[config.mk]
export PLATFORM = sky130hd
export DESIGN_NAME = dcap_master_flat
export DESIGN_NICKNAME = d
export VERILOG_FILES = /design/src/design/dcap_pkg.sv /design/src/design/dcap_if.sv /design/src/design/dcap_master.sv /design/src/flat_wrapper.sv
export VERILOG_INCLUDE_DIRS = /design/src /design/src/design
export SDC_FILE = /design/constraint.sdc
export NUM_CORES = 1
export LEC_CHECK = 0
export BUFFER_PORTS_ARGS = -buffer_cell sky130_fd_sc_hd__buf_2
export CAP_MARGIN = 10
export CORE_ASPECT_RATIO = 0.7
export CORE_MARGIN = 2
export CORE_UTILIZATION = 40
export CTS_BUF_LIST = sky130_fd_sc_hd__clkbuf_8
export CTS_CLUSTER_DIAMETER = 80
export DETAILED_ROUTE_END_ITERATION = 10
export HOLD_SLACK_MARGIN = 0.06
export PLACE_DENSITY_LB_ADDON = 0.15
export SYNTH_ARGS = -nofsm -noshare
export SYNTH_HDL_FRONTEND = slang
export SYNTH_SLANG_ARGS = --single-unit
[constraint.sdc]
create_clock -name mclk -period 3.25 [get_ports mclk]
set_input_delay 0.4875 -clock mclk [delete_from_list [all_inputs] [get_ports mclk]]
set_output_delay 0.4875 -clock mclk [all_outputs]
set_load 0.01 [all_outputs]
[src/design/dcap_params.svh]
`ifndef DCAP_PARAMS_SVH
`define DCAP_PARAMS_SVH

// Port widths
`define DCAP_ADDR_W        10
`define DCAP_DATA_W        16
// Configuration space depth, one word per address
`define DCAP_DEPTH         1024
// Cycles from a taken access to its completion strobe
`define DCAP_LATENCY       2
// Reset value of every configuration word
`define DCAP_WORD_RST      16'h0000
// Default command timeout at the master, in cycles
`define DCAP_TIMEOUT       64

`endif

[src/design/dcap_pkg.sv]
package dcap_pkg;

   // Access kind chosen by the write enable
   typedef enum logic {
      DCAP_READ,
      DCAP_WRITE
   } dcap_kind_t;

   // Master sequencer states
   typedef enum logic [1:0] {
      DCAP_M_IDLE,
      DCAP_M_WAIT,
      DCAP_M_DONE
   } dcap_mstate_t;

endpackage : dcap_pkg
[src/design/dcap_if.sv]
`timescale 1ns/1ps
`default_nettype none
`include "dcap_params.svh"

interface dcap_if;
   logic [`DCAP_ADDR_W-1:0] addr;
   logic [`DCAP_DATA_W-1:0] cfg_port_wdata;
   logic                    en;
   logic                    we;
   logic [`DCAP_DATA_W-1:0] rdata;
   logic                    rdy;

   // Configuration master end
   modport master (
      output addr,
      output cfg_port_wdata,
      output en,
      output we,
      input  rdata,
      input  rdy
   );

   // Core end
   modport core (
      input  addr,
      input  cfg_port_wdata,
      input  en,
      input  we,
      output rdata,
      output rdy
   );
endinterface : dcap_if

`default_nettype wire

[src/design/dcap_master.sv]
`timescale 1ns/1ps
`default_nettype none
`include "dcap_params.svh"

module dcap_master #(
   parameter int ADDR_W  = `DCAP_ADDR_W,
   parameter int DATA_W  = `DCAP_DATA_W,
   parameter int TIMEOUT = `DCAP_TIMEOUT
) (
   // Clock and reset
   input  wire logic              mclk,
   input  wire logic              rst,
   // User request
   input  wire logic              req_valid,
   input  wire logic              req_write,
   input  wire logic [ADDR_W-1:0] req_addr,
   input  wire logic [DATA_W-1:0] req_wdata,
   output var logic               req_ready,
   // User answer
   output var logic               rsp_valid,
   output var logic [DATA_W-1:0]  rsp_rdata,
   output var logic               rsp_timeout,
   // Configuration port
   dcap_if.master                 cfg
);

   initial begin
      if (ADDR_W != `DCAP_ADDR_W || DATA_W != `DCAP_DATA_W)
         $error("dcap_master: port widths are fixed at 10 and 16");
      if (TIMEOUT < 2 || TIMEOUT > 65535)
         $error("dcap_master: timeout must be 2 to 65535");
   end

   typedef struct packed {
      dcap_pkg::dcap_mstate_t st;
      logic [ADDR_W-1:0]      addr;
      logic [DATA_W-1:0]      wdata;
      logic                   en;
      logic                   we;
      logic [15:0]            tmo;
      logic                   rsp_valid;
      logic [DATA_W-1:0]      rsp_rdata;
      logic                   rsp_timeout;
   } dcap_mst_st_t;

   dcap_mst_st_t m_q;
   dcap_mst_st_t m_d;

   ////////////////////////////////////////////////////////////////////////
   // Sequencer: one access in flight, enable pulsed one cycle
   always_comb begin
      m_d             = m_q;
      m_d.en          = 1'b0;
      m_d.we          = 1'b0;
      m_d.rsp_valid   = 1'b0;
      m_d.rsp_timeout = 1'b0;
      case (m_q.st)
         dcap_pkg::DCAP_M_IDLE: begin
            if (req_valid) begin
               m_d.st    = dcap_pkg::DCAP_M_WAIT;
               m_d.en    = 1'b1;
               m_d.we    = req_write;
               m_d.addr  = req_addr;
               m_d.wdata = req_wdata;
               m_d.tmo   = 16'(TIMEOUT);
            end
         end
         dcap_pkg::DCAP_M_WAIT: begin
            // Timeout guards a core that never raises rdy
            if (cfg.rdy) begin
               m_d.st        = dcap_pkg::DCAP_M_DONE;
               m_d.rsp_valid = 1'b1;
               m_d.rsp_rdata = cfg.rdata;
            end else if (m_q.tmo == 16'h0001) begin
               m_d.st          = dcap_pkg::DCAP_M_DONE;
               m_d.rsp_valid   = 1'b1;
               m_d.rsp_timeout = 1'b1;
            end else begin
               m_d.tmo = m_q.tmo - 16'h0001;
            end
         end
         dcap_pkg::DCAP_M_DONE: begin
            m_d.st = dcap_pkg::DCAP_M_IDLE;
         end
         default: begin
            m_d.st = dcap_pkg::DCAP_M_IDLE;
         end
      endcase
   end

   ////////////////////////////////////////////////////////////////////////
   // State register
   always_ff @(posedge mclk or posedge rst) begin
      if (rst) begin
         m_q <= '0;
      end else begin
         m_q <= m_d;
      end
   end

   // Ready is registered state: idle means a request is taken
   logic req_ready_q;
   always_ff @(posedge mclk or posedge rst) begin
      if (rst) begin
         req_ready_q <= 1'b0;
      end else begin
         req_ready_q <= (m_d.st == dcap_pkg::DCAP_M_IDLE);
      end
   end

   assign req_ready          = req_ready_q;
   assign rsp_valid          = m_q.rsp_valid;
   assign rsp_rdata          = m_q.rsp_rdata;
   assign rsp_timeout        = m_q.rsp_timeout;
   assign cfg.addr           = m_q.addr;
   assign cfg.cfg_port_wdata = m_q.wdata;
   assign cfg.en             = m_q.en;
   assign cfg.we             = m_q.we;

endmodule : dcap_master

`default_nettype wire

[src/flat_wrapper.sv]
// flat-port wrapper written by rule: the top's interface ports become plain ports
module dcap_master_flat 
#(
   parameter int ADDR_W  = `DCAP_ADDR_W,
   parameter int DATA_W  = `DCAP_DATA_W,
   parameter int TIMEOUT = `DCAP_TIMEOUT
)
  (mclk, rst, req_valid, req_write, req_addr, req_wdata, req_ready, rsp_valid, rsp_rdata, rsp_timeout, cfg_addr, cfg_cfg_port_wdata, cfg_en, cfg_we, cfg_rdata, cfg_rdy);
  dcap_if cfg_i ();
  input  wire logic mclk;
  input  wire logic rst;
  input  wire logic req_valid;
  input  wire logic req_write;
  input  wire logic [ADDR_W-1:0] req_addr;
  input  wire logic [DATA_W-1:0] req_wdata;
  output var logic req_ready;
  output var logic rsp_valid;
  output var logic [DATA_W-1:0] rsp_rdata;
  output var logic rsp_timeout;
  output wire logic [$bits(cfg_i.addr)-1:0] cfg_addr;
  output wire logic [$bits(cfg_i.cfg_port_wdata)-1:0] cfg_cfg_port_wdata;
  output wire logic [$bits(cfg_i.en)-1:0] cfg_en;
  output wire logic [$bits(cfg_i.we)-1:0] cfg_we;
  input wire logic [$bits(cfg_i.rdata)-1:0] cfg_rdata;
  input wire logic [$bits(cfg_i.rdy)-1:0] cfg_rdy;
  assign cfg_addr = cfg_i.addr;
  assign cfg_cfg_port_wdata = cfg_i.cfg_port_wdata;
  assign cfg_en = cfg_i.en;
  assign cfg_we = cfg_i.we;
  assign cfg_i.rdata = cfg_rdata;
  assign cfg_i.rdy = cfg_rdy;
  dcap_master #(.ADDR_W(ADDR_W), .DATA_W(DATA_W), .TIMEOUT(TIMEOUT)) u_core (.mclk(mclk), .rst(rst), .req_valid(req_valid), .req_write(req_write), .req_addr(req_addr), .req_wdata(req_wdata), .req_ready(req_ready), .rsp_valid(rsp_valid), .rsp_rdata(rsp_rdata), .rsp_timeout(rsp_timeout), .cfg(cfg_i));
endmodule
==> flow_summary.ini, run 1 <==
[run_status]
status = finished, final reports clean

[route]
final_antenna_net_count = 0
vias = 2099
wl_per_cell_um = 12.96
dr.pass1.iters = 4
dr_wl_met3_um = 485
dr_wl_met2_um = 2483
drt_iter0_markers = 49
wl_met1_um = 2847
route.top_layer_used = met4
drcViolationCount = 0
drt-total-wl_um = 5871
vias_per_cell = 4.634

[floorplanning]
start_util_pct = 41.30
io_pins = 94
die-height_um = 76.74
die_x_um = 107.9
std_cell_rows = 26
dieArea_mm2 = 0.008280
core_region_area_mm2 = 0.007320

[final_layout]
antenna_cells = 0
nFillCells = 721
layout.nets = 401
area_growth_pct = 16.02
post-route-util_pct = 47.91
layout.cells.non_filler = 453
fin_area_mm2 = 0.003507
layout-drive-gt1-share_pct = 38.59

[clocking]
cts_hold_buf = 0
htree_num_levels = 3
clk_pin_slew_ps = 70
post_cts_buffers = 0
cts_tree = done
numClockSinks = 65
numCtsBuffers = 9
post_cts_resized = 0
cts-root-buf = clkbuf_8
clk_path_buf_depth = 2
clk_latency_ps = 330

[timing]
fin_crit_ps = 2188
setup_viol = 0
tns_ps = 0
post-route-period-util_pct = 67.33
fmax_mhz = 457.0
relSlewSlack_pct = 45.52
final_hold_viol_count = 0
drv_slew = 0
fin_skew_ps = 10.65
worst_pin_slew_ps = 816.0
rsz0062_at_grt = false
setup_slack_ps = 1062
holdWs_ps = 313.5

[yosys]
syn_nets = 344
synth.largest_area_cell = dfrtp_1
synthesis.instances = 295
ys_seq_area_share_pct = 53.81
synth_top_area_share_pct = 53.81
yosys_warnings = 0
synthTopCellsByArea = dfrtp_1, nand2_1, buf_4
syn_area_mm2 = 0.003023
avgSynthCellArea_um2 = 10.25
ys_seq_elements = 65
ys_types = 34

[hold_path]
hold_class = in2async

[pwr]
vdd_drop_max_v = 0.0003535
finalPower_mw = 3.219
power_density_mw_per_mm2 = 917.9
p_leak_nw = 1.818

[critical_path]
r2r_setup_slack_ps = 1060
rr_endpoint = u_core.m_q[19]$_DFFE_PP0P_
r2r.worst_path.cells = 4
cp-start-kind = flip-flop
cp.arrival_ps = 2400
critPathRequiredTime_ps = 3460
path_max_fanout = 8
r2r_start = u_core.m_q[29]$_DFFE_PP0P_
cp-end-kind = flip-flop
critPathKind = reg2reg

[grt]
track_usage_pct = 15.50
grt_pass1_wl_um = 9908
antenna_found_initial = 0
grt_overflow = 0
grt_max_degree = 41
grt_pass1_vias = 2108

[place]
place_ws_ps = 1082
placed_area_mm2 = 0.003291
dp.cells = 439
gp_congestion = 0.7331
place_hpwl_um = 4016
portBuffers = 93

[run]
max-cap-violations = 0
==> metal layers <==
layer,vias to the layer above,track usage (%)
met2,65,22.39
met4,0,5.385
li1,1053,-
met1,977,20.37
met5,-,0
met3,4,7.398
==> where the power goes <==
part	leakage [nW]	total (mW)	internal, mW	switching [mW]
logic	0.893	1.13	0.506	0.626
registers	0.815	1.33	1.14	0.195
clock network	0.111	0.756	0.464	0.291
==> Yosys cell counts <==
library cell and n:
o21bai_1 1, o211ai_1 2, clkbuf_1 7, nor3_1 1, or4_1 10, and4b_1 1
o21ai_0 4, o21a_1 2, or2_2 2, mux2i_1 4, ha_1 2, nor3b_1 1
nand2b_1 1, o211ai_2 1, or2b_4 1, a21oi_1 8, mux2_4 1, inv_1 5
mux2_2 16, dfrtp_1 65, buf_4 43, nand3_1 3, nand2_1 87, nor2_1 5
nor4_4 1, or3_1 4, nor4_1 3, nor3b_2 1, nor4_2 1, buf_1 1
and2_1 2, nor2b_1 1, o31ai_1 7, buf_2 1
==> cell usage in the layout, fill, tap and decap left out, types with 3 or more instances in the layout <==
master    synthesis  routed
buf_2             1      93
nand2_1          87      87
dfrtp_1          65      65
mux2_2           16      16
clkbuf_8          0      11
or4_1            10      10
a21oi_1           8       8
o31ai_1           7       7
nor2_1            5       5
buf_4            43       5
or3_1             4       4
o21ai_0           4       4
inv_1             5       4
mux2i_1           4       4
nand3_1           3       3
nor4_1            3       3
==> cell type report <==
class / instances / area (um^2) / share of cell area, %
clock inverters: 3 / 65.06 / 1.855
multi-input cells: 173 / 1020 / 29.08
inverters: 5 / 18.77 / 0.5351
flip-flops and latches: 65 / 1627 / 46.38
clock buffers: 11 / 151.4 / 4.317
repair buffers: 98 / 503.0 / 14.34
well taps: 98 / 122.6 / 3.496
==> registers in the layout, summed over array words and instances (netlist names), 10 cells and up <==
name and cells:
u_core.rsp_rdata 16, u_core.cfg.addr 10, u_core.m_q 18, u_core.cfg.cfg_port_wdata 16
==> cell families (layout without fill, tap and decap cells) <==
family	count (synthesis)	in the layout	synth area share (%)
compound gates	25	25	5.381
fa+ha+maj	2	2	0.8277
buf+inv	57	117	12.46
flops	65	65	53.81
mux	21	21	7.781
simple gates	125	125	19.74
==> critical path, cell delays in order, from the launching register on <==
cell,delay (ps)
dfrtp_1,430
or4_1,680
and4b_1,470
or2b_4,190
mux2_4,290
==> how the worst max path moves through the flow <==
stage / startpoint / slack, ps / to
after CTS: u_core.m_q[29]$_DFFE_PP0P_ / 1060 / u_core.m_q[19]$_DFFE_PP0P_
final: u_core.m_q[29]$_DFFE_PP0P_ / 1060 / u_core.m_q[19]$_DFFE_PP0P_
after global routing: u_core.m_q[29]$_DFFE_PP0P_ / 970 / u_core.m_q[19]$_DFFE_PP0P_
after detailed placement: u_core.m_q[29]$_DFFE_PP0P_ / 1080 / u_core.m_q[19]$_DFFE_PP0P_
after floorplan: rst / 1140 / u_core.cfg.addr[0]$_DFFE_PP0P_
after global placement: u_core.m_q[29]$_DFFE_PP0P_ / 1110 / u_core.m_q[19]$_DFFE_PP0P_
(Power assumes the default switching activity.)
==> run 2, diff against run 1 <==
==> constraint.sdc (replaced) <==
create_clock -name mclk -period 1.8 [get_ports mclk]
set_input_delay 0.27 -clock mclk [delete_from_list [all_inputs] [get_ports mclk]]
set_output_delay 0.27 -clock mclk [all_outputs]
set_load 0.01 [all_outputs]
==> flow_summary.ini, run 2 (same netlist as run 1, synthesis figures left out) <==
[pwr]
switchingPower_mw = 2.185
finalPower_mw = 6.083
switching_share_pct = 35.92
p_int_mw = 3.898
power_density_mw_per_mm2 = 1599
p_leak_nw = 1.942
power_frac_clock_pct = 20.1
seqPwrFrac_pct = 39.3
pwr-share-comb_pct = 40.5
vdd_drop_max_v = 0.0007530

[clocking]
numClockSinks = 65
clk_pin_slew_ps = 70
numCtsBuffers = 9
htree_num_levels = 3
cts-root-buf = clkbuf_8
clk_latency_ps = 340
cts_tree = done
clk_path_buf_depth = 2

[final_layout]
largest_reg_flops = 18
post-route-util_pct = 51.98
regMostFlops = u_core.m_q
area_growth_pct = 25.87
layout-drive-gt1-share_pct = 46.34
layout.nets = 426
fin_area_mm2 = 0.003805
antenna_cells = 0
final_common_cell = buf_2
layout_common_cells = buf_2, nand2_1, dfrtp_1

[timing]
fin_skew_ps = 6.670
setup_viol = 0
drv_slew = 0
final_hold_viol_count = 0
post-route-period-util_pct = 99.08
worst_pin_slew_ps = 456.0
fin_crit_ps = 1784
fmax_mhz = 560.7
rsz0062_at_grt = true
relSlewSlack_pct = 69.60

[place]
placed_area_mm2 = 0.003480
place_hpwl_um = 4293
portBuffers = 93
gp_congestion = 0.7687

[critical_path]
cpMaxStageDelayCell = or4_4
cp.arrival_ps = 1980
cpPeakStageDelay_ps = 580
r2r_start = u_core.m_q[26]$_DFFE_PP0P_
critPathRequiredTime_ps = 2000
startpoint = u_core.m_q[26]$_DFFE_PP0P_
cp-start-kind = flip-flop
cp-end-kind = flip-flop
critPathKind = reg2reg
path_cells = or4_4 -> nor4_4 -> buf_6 -> or3_1 -> nand3_1
path_max_fanout = 7

[route]
drt_iter0_markers = 87
wl_per_cell_um = 13.35
vias = 2208
drcViolationCount = 0
drt-total-wl_um = 6410
final_antenna_net_count = 0
vias_per_cell = 4.600
dr.pass1.iters = 4

[floorplanning]
die_x_um = 107.9
dieArea_mm2 = 0.008280
std_cell_rows = 26
io_pins = 94
core_region_area_mm2 = 0.007320
die-height_um = 76.74
start_util_pct = 41.30

[hold_path]
min_from = req_wdata[4]
hold_class = in2reg

[grt]
grt_pass1_vias = 2233
grt_max_degree = 36
grt_overflow = 0
antenna_found_initial = 0
grt_pass1_wl_um = 10710
track_usage_pct = 16.64

[run_status]
status = finished, final reports clean

[run]
max-cap-violations = 0
[run 2: cell types whose count changed in the layout (fill, tap and decap cells not counted), sizes merged]
cell         previous run  this run
clkinv                  1         2
dlygate4sd3             0         1
bufinv                  2         1
buf                    98       122
clkinvlp                0         3
clkbuf                 11        10
[run 2: repair_timing]
action | CTS | global route
endpoints found under the setup margin | 14 | 13
pin swaps | 0 | 7
resized for setup | 2 | 19
hold buffers | 1 | 0
setup buffers | 0 | 1
endpoints found under the hold margin | 30 | 0
[run 2: layout make-up]
type / instances / area (um^2)
Fill cell: 675 / 3515
Clock buffer: 10 / 137.6
Timing Repair Buffer: 123 / 713.2
Clock inverter: 6 / 58.81
Inverter: 5 / 22.52
Tap cell: 98 / 122.6
Multi-Input combinational cell: 173 / 1124
Sequential cell: 65 / 1627
[run 2: worst paths after layout]
check | end | slack, ps | depth (start not counted)
min in group asynchronous | u_core.rsp_rdata[14]$_DFFE_PP0P_ | 590 | 4
setup / recovery | u_core.m_q[24]$_DFFE_PP0P_ | 20 | 5
hold reg to reg | u_core.cfg.cfg_port_wdata[10]$_DFFE_PP0P_ | 470 | 2
setup reg to reg | u_core.m_q[24]$_DFFE_PP0P_ | 20 | 5
hold / removal | u_core.cfg.cfg_port_wdata[4]$_DFFE_PP0P_ | 110 | 3
max in group asynchronous | u_core.m_q[33]$_DFFE_PP0P_ | 860 | 4
[run 2: metrics by stage]
stage / hold WS, ps / setup TNS [ps] / instances / setup slack, ps
floorplan: 355.4 / -130.1 / 295 / -130.1
global placement: 402.4 / -38.55 / 462 / -38.55
detailed placement: 405.8 / -106.1 / 462 / -54.16
CTS: 91.30 / 0 / 479 / 3.785
global route: 110.0 / -160.6 / 480 / -36.71
finish: 114.8 / 0 / 480 / 16.48
[run 2: routing by layer]
layer,global-route usage [%],wire length (um)
met5,0,0
met1,23.29,3293
met4,5.256,78
met2,23.08,2506
met3,7.398,532
[run 2: worst max-delay path, delay by kind of cell (launching register included)]
| family | cells | cell delay, ps |
|---|---|---|
| AND/OR/NAND/NOR | 4 | 1060 |
| flip-flops | 1 | 400 |
| buffers and inverters | 1 | 180 |
[run 2: power groups by stage]
stage / sequential [mW] / combinational [mW] / clock, mW
4_1_cts: 2.37 / 2.37 / 1.27
2_1_floorplan: 2.36 / 1.96 / 0
6_report: 2.39 / 2.47 / 1.23
3_5_place_dp: 2.37 / 2.36 / 0
5_1_grt: 2.48 / 2.75 / 1.34
3_3_place_gp: 2.37 / 2.32 / 0
==> run 3, diff against run 2 <==
--- a/config.mk
+++ b/config.mk
@@ -8,9 +8,10 @@
 export LEC_CHECK = 0
 export BUFFER_PORTS_ARGS = -buffer_cell sky130_fd_sc_hd__buf_2
 export CAP_MARGIN = 10
+export CELL_PAD_IN_SITES_DETAIL_PLACEMENT = 1
+export CELL_PAD_IN_SITES_GLOBAL_PLACEMENT = 1
 export CORE_ASPECT_RATIO = 0.7
-export CORE_MARGIN = 2
-export CORE_UTILIZATION = 40
+export CORE_UTILIZATION = 36
 export CTS_BUF_LIST = sky130_fd_sc_hd__clkbuf_8
 export CTS_CLUSTER_DIAMETER = 80
 export DETAILED_ROUTE_END_ITERATION = 10
==> flow_summary.ini, run 3 (same netlist as run 1, synthesis figures left out) <==
[final_layout]
post-route-util_pct = 47.76
layout.nets = 428
layout_common_cells = buf_2, nand2_1, dfrtp_1
layout-drive-gt1-share_pct = 46.61
largest_reg_flops = 18
register_area_mm2 = 0.001627
layout.cells.non_filler = 485
area_growth_pct = 26.49
nFillCells = 924
antenna_cells = 0
regMostFlops = u_core.m_q
fin_area_mm2 = 0.003824
final_common_cell = buf_2
multi_input_area_mm2 = 0.001116

[critical_path]
cp-end-kind = flip-flop
cpMaxStageDelayCell = or4_4
crit_family = simple AND/OR/NAND/NOR gates
path_cells = or4_4 -> and4b_1 -> or2b_4 -> mux2_4
startpoint = u_core.m_q[31]$_DFFE_PP0P_
critPathKind = reg2reg
path_max_fanout = 5
cp.arrival_ps = 2040
cp-start-kind = flip-flop
r2r_start = u_core.m_q[31]$_DFFE_PP0P_
r2r_setup_slack_ps = -20
r2r.worst_path.cells = 4
rr_endpoint = u_core.m_q[19]$_DFFE_PP0P_
critPathRequiredTime_ps = 2030
cpPeakStageDelay_ps = 580
crit_buf_inv = 0

[timing]
setup_slack_ps = -19.24
post-route-period-util_pct = 101.1
drv_slew = 0
fmax_mhz = 549.7
fin_skew_ps = 5.331
relSlewSlack_pct = 69.65
rsz0062_at_grt = true
fin_crit_ps = 1819
setup_viol = 2
worst_pin_slew_ps = 454.8
final_hold_viol_count = 0

[route]
final_antenna_net_count = 0
drcViolationCount = 4
vias_per_cell = 4.765
dr.pass1.iters = 7
drt-total-wl_um = 7137
vias = 2311
drt_iter0_markers = 55
wl_per_cell_um = 14.72

[clocking]
clk_path_buf_depth = 2
clk_pin_slew_ps = 70
htree_num_levels = 3
numCtsBuffers = 9
numClockSinks = 65
cts_tree = done
clk_latency_ps = 340
cts-root-buf = clkbuf_8

[floorplanning]
std_cell_rows = 27
core_region_area_mm2 = 0.008006
dieArea_mm2 = 0.008773
io_pins = 94
start_util_pct = 37.76
die_x_um = 111.5
die-height_um = 78.67

[grt]
grt_max_degree = 52
grt_pass1_wl_um = 11570
grt_busiest_layer = met2
track_usage_pct = 17.22
use_met2_pct = 26.06
met1_usage_pct = 22.36
grt_pass1_vias = 2355
grt_overflow = 0
use_met3_pct = 6.100
antenna_found_initial = 0

[place]
placed_area_mm2 = 0.003496
portBuffers = 93
dp.cells = 465
gp_congestion = 0.7285
place_hpwl_um = 4899
place_ws_ps = -88.61

[pwr]
power_density_mw_per_mm2 = 1609
vdd_drop_max_v = 0.0006564
p_leak_nw = 1.969

[hold_path]
min_to = u_core.req_ready$_DFF_PP0_
min_from = req_valid
whs_path_depth = 2
hold_class = in2reg

[run]
max-cap-violations = 0

[run_status]
status = finished with violations
violations = DRC, setup timing
run 3: cell type report:
cell class,count,share of cell area [%]
multi-input combinational,173,29.19
clock buffer,9,3.240
inverter,5,0.5890
clock inverter,7,1.669
tap,101,3.305
sequential,65,42.54
timing repair buffer,125,19.47
run 3: where the power goes:
group / switching (mW) / leakage, nW / internal [mW]
logic: 1.35 / 1.05 / 1.22
registers: 0.336 / 0.815 / 2.05
clock network: 0.564 / 0.102 / 0.627
run 3: through the flow:
stage          hold slack (ps)  power, mW  TNS [ps]
6_report                 111.0      6.153    -21.39
5_1_grt                  100.5      6.644    -554.3
4_1_cts                  92.35      6.100    -19.33
3_5_place_dp             272.5      4.811    -467.4
3_3_place_gp             269.0      4.710    -46.10
2_1_floorplan            355.4      4.325    -130.1
run 3: metal layers:
| layer | part of all wire, % | vias up | wire length, um |
|---|---|---|---|
| li1 | - | 1106 | - |
| met1 | 47 | 1133 | 3366 |
| met2 | 45 | 65 | 3244 |
| met3 | 6.1 | 7 | 437 |
| met4 | 1.2 | 0 | 89 |
| met5 | 0 | - | 0 |
run 3: what timing repair did:
action / CTS / global route
gates cloned: 0 / 1
hold buffers: 1 / 0
setup buffers: 0 / 2
endpoints found under the setup margin: 16 / 16
resized for setup: 3 / 20
endpoints found under the hold margin: 14 / 0
pin swaps: 1 / 8
run 3: worst max path at each step:
stage / endpoint / slack [ps] / cells past startpoint
after detailed placement: u_core.m_q[19]$_DFFE_PP0P_ / -90 / 4
after global placement: u_core.m_q[19]$_DFFE_PP0P_ / -40 / 4
after CTS: u_core.m_q[19]$_DFFE_PP0P_ / -20 / 4
final: u_core.m_q[19]$_DFFE_PP0P_ / -20 / 4
after floorplan: u_core.m_q[19]$_DFFE_PP0P_ / -130 / 6
after global routing: u_core.m_q[26]$_DFFE_PP0P_ / -70 / 5
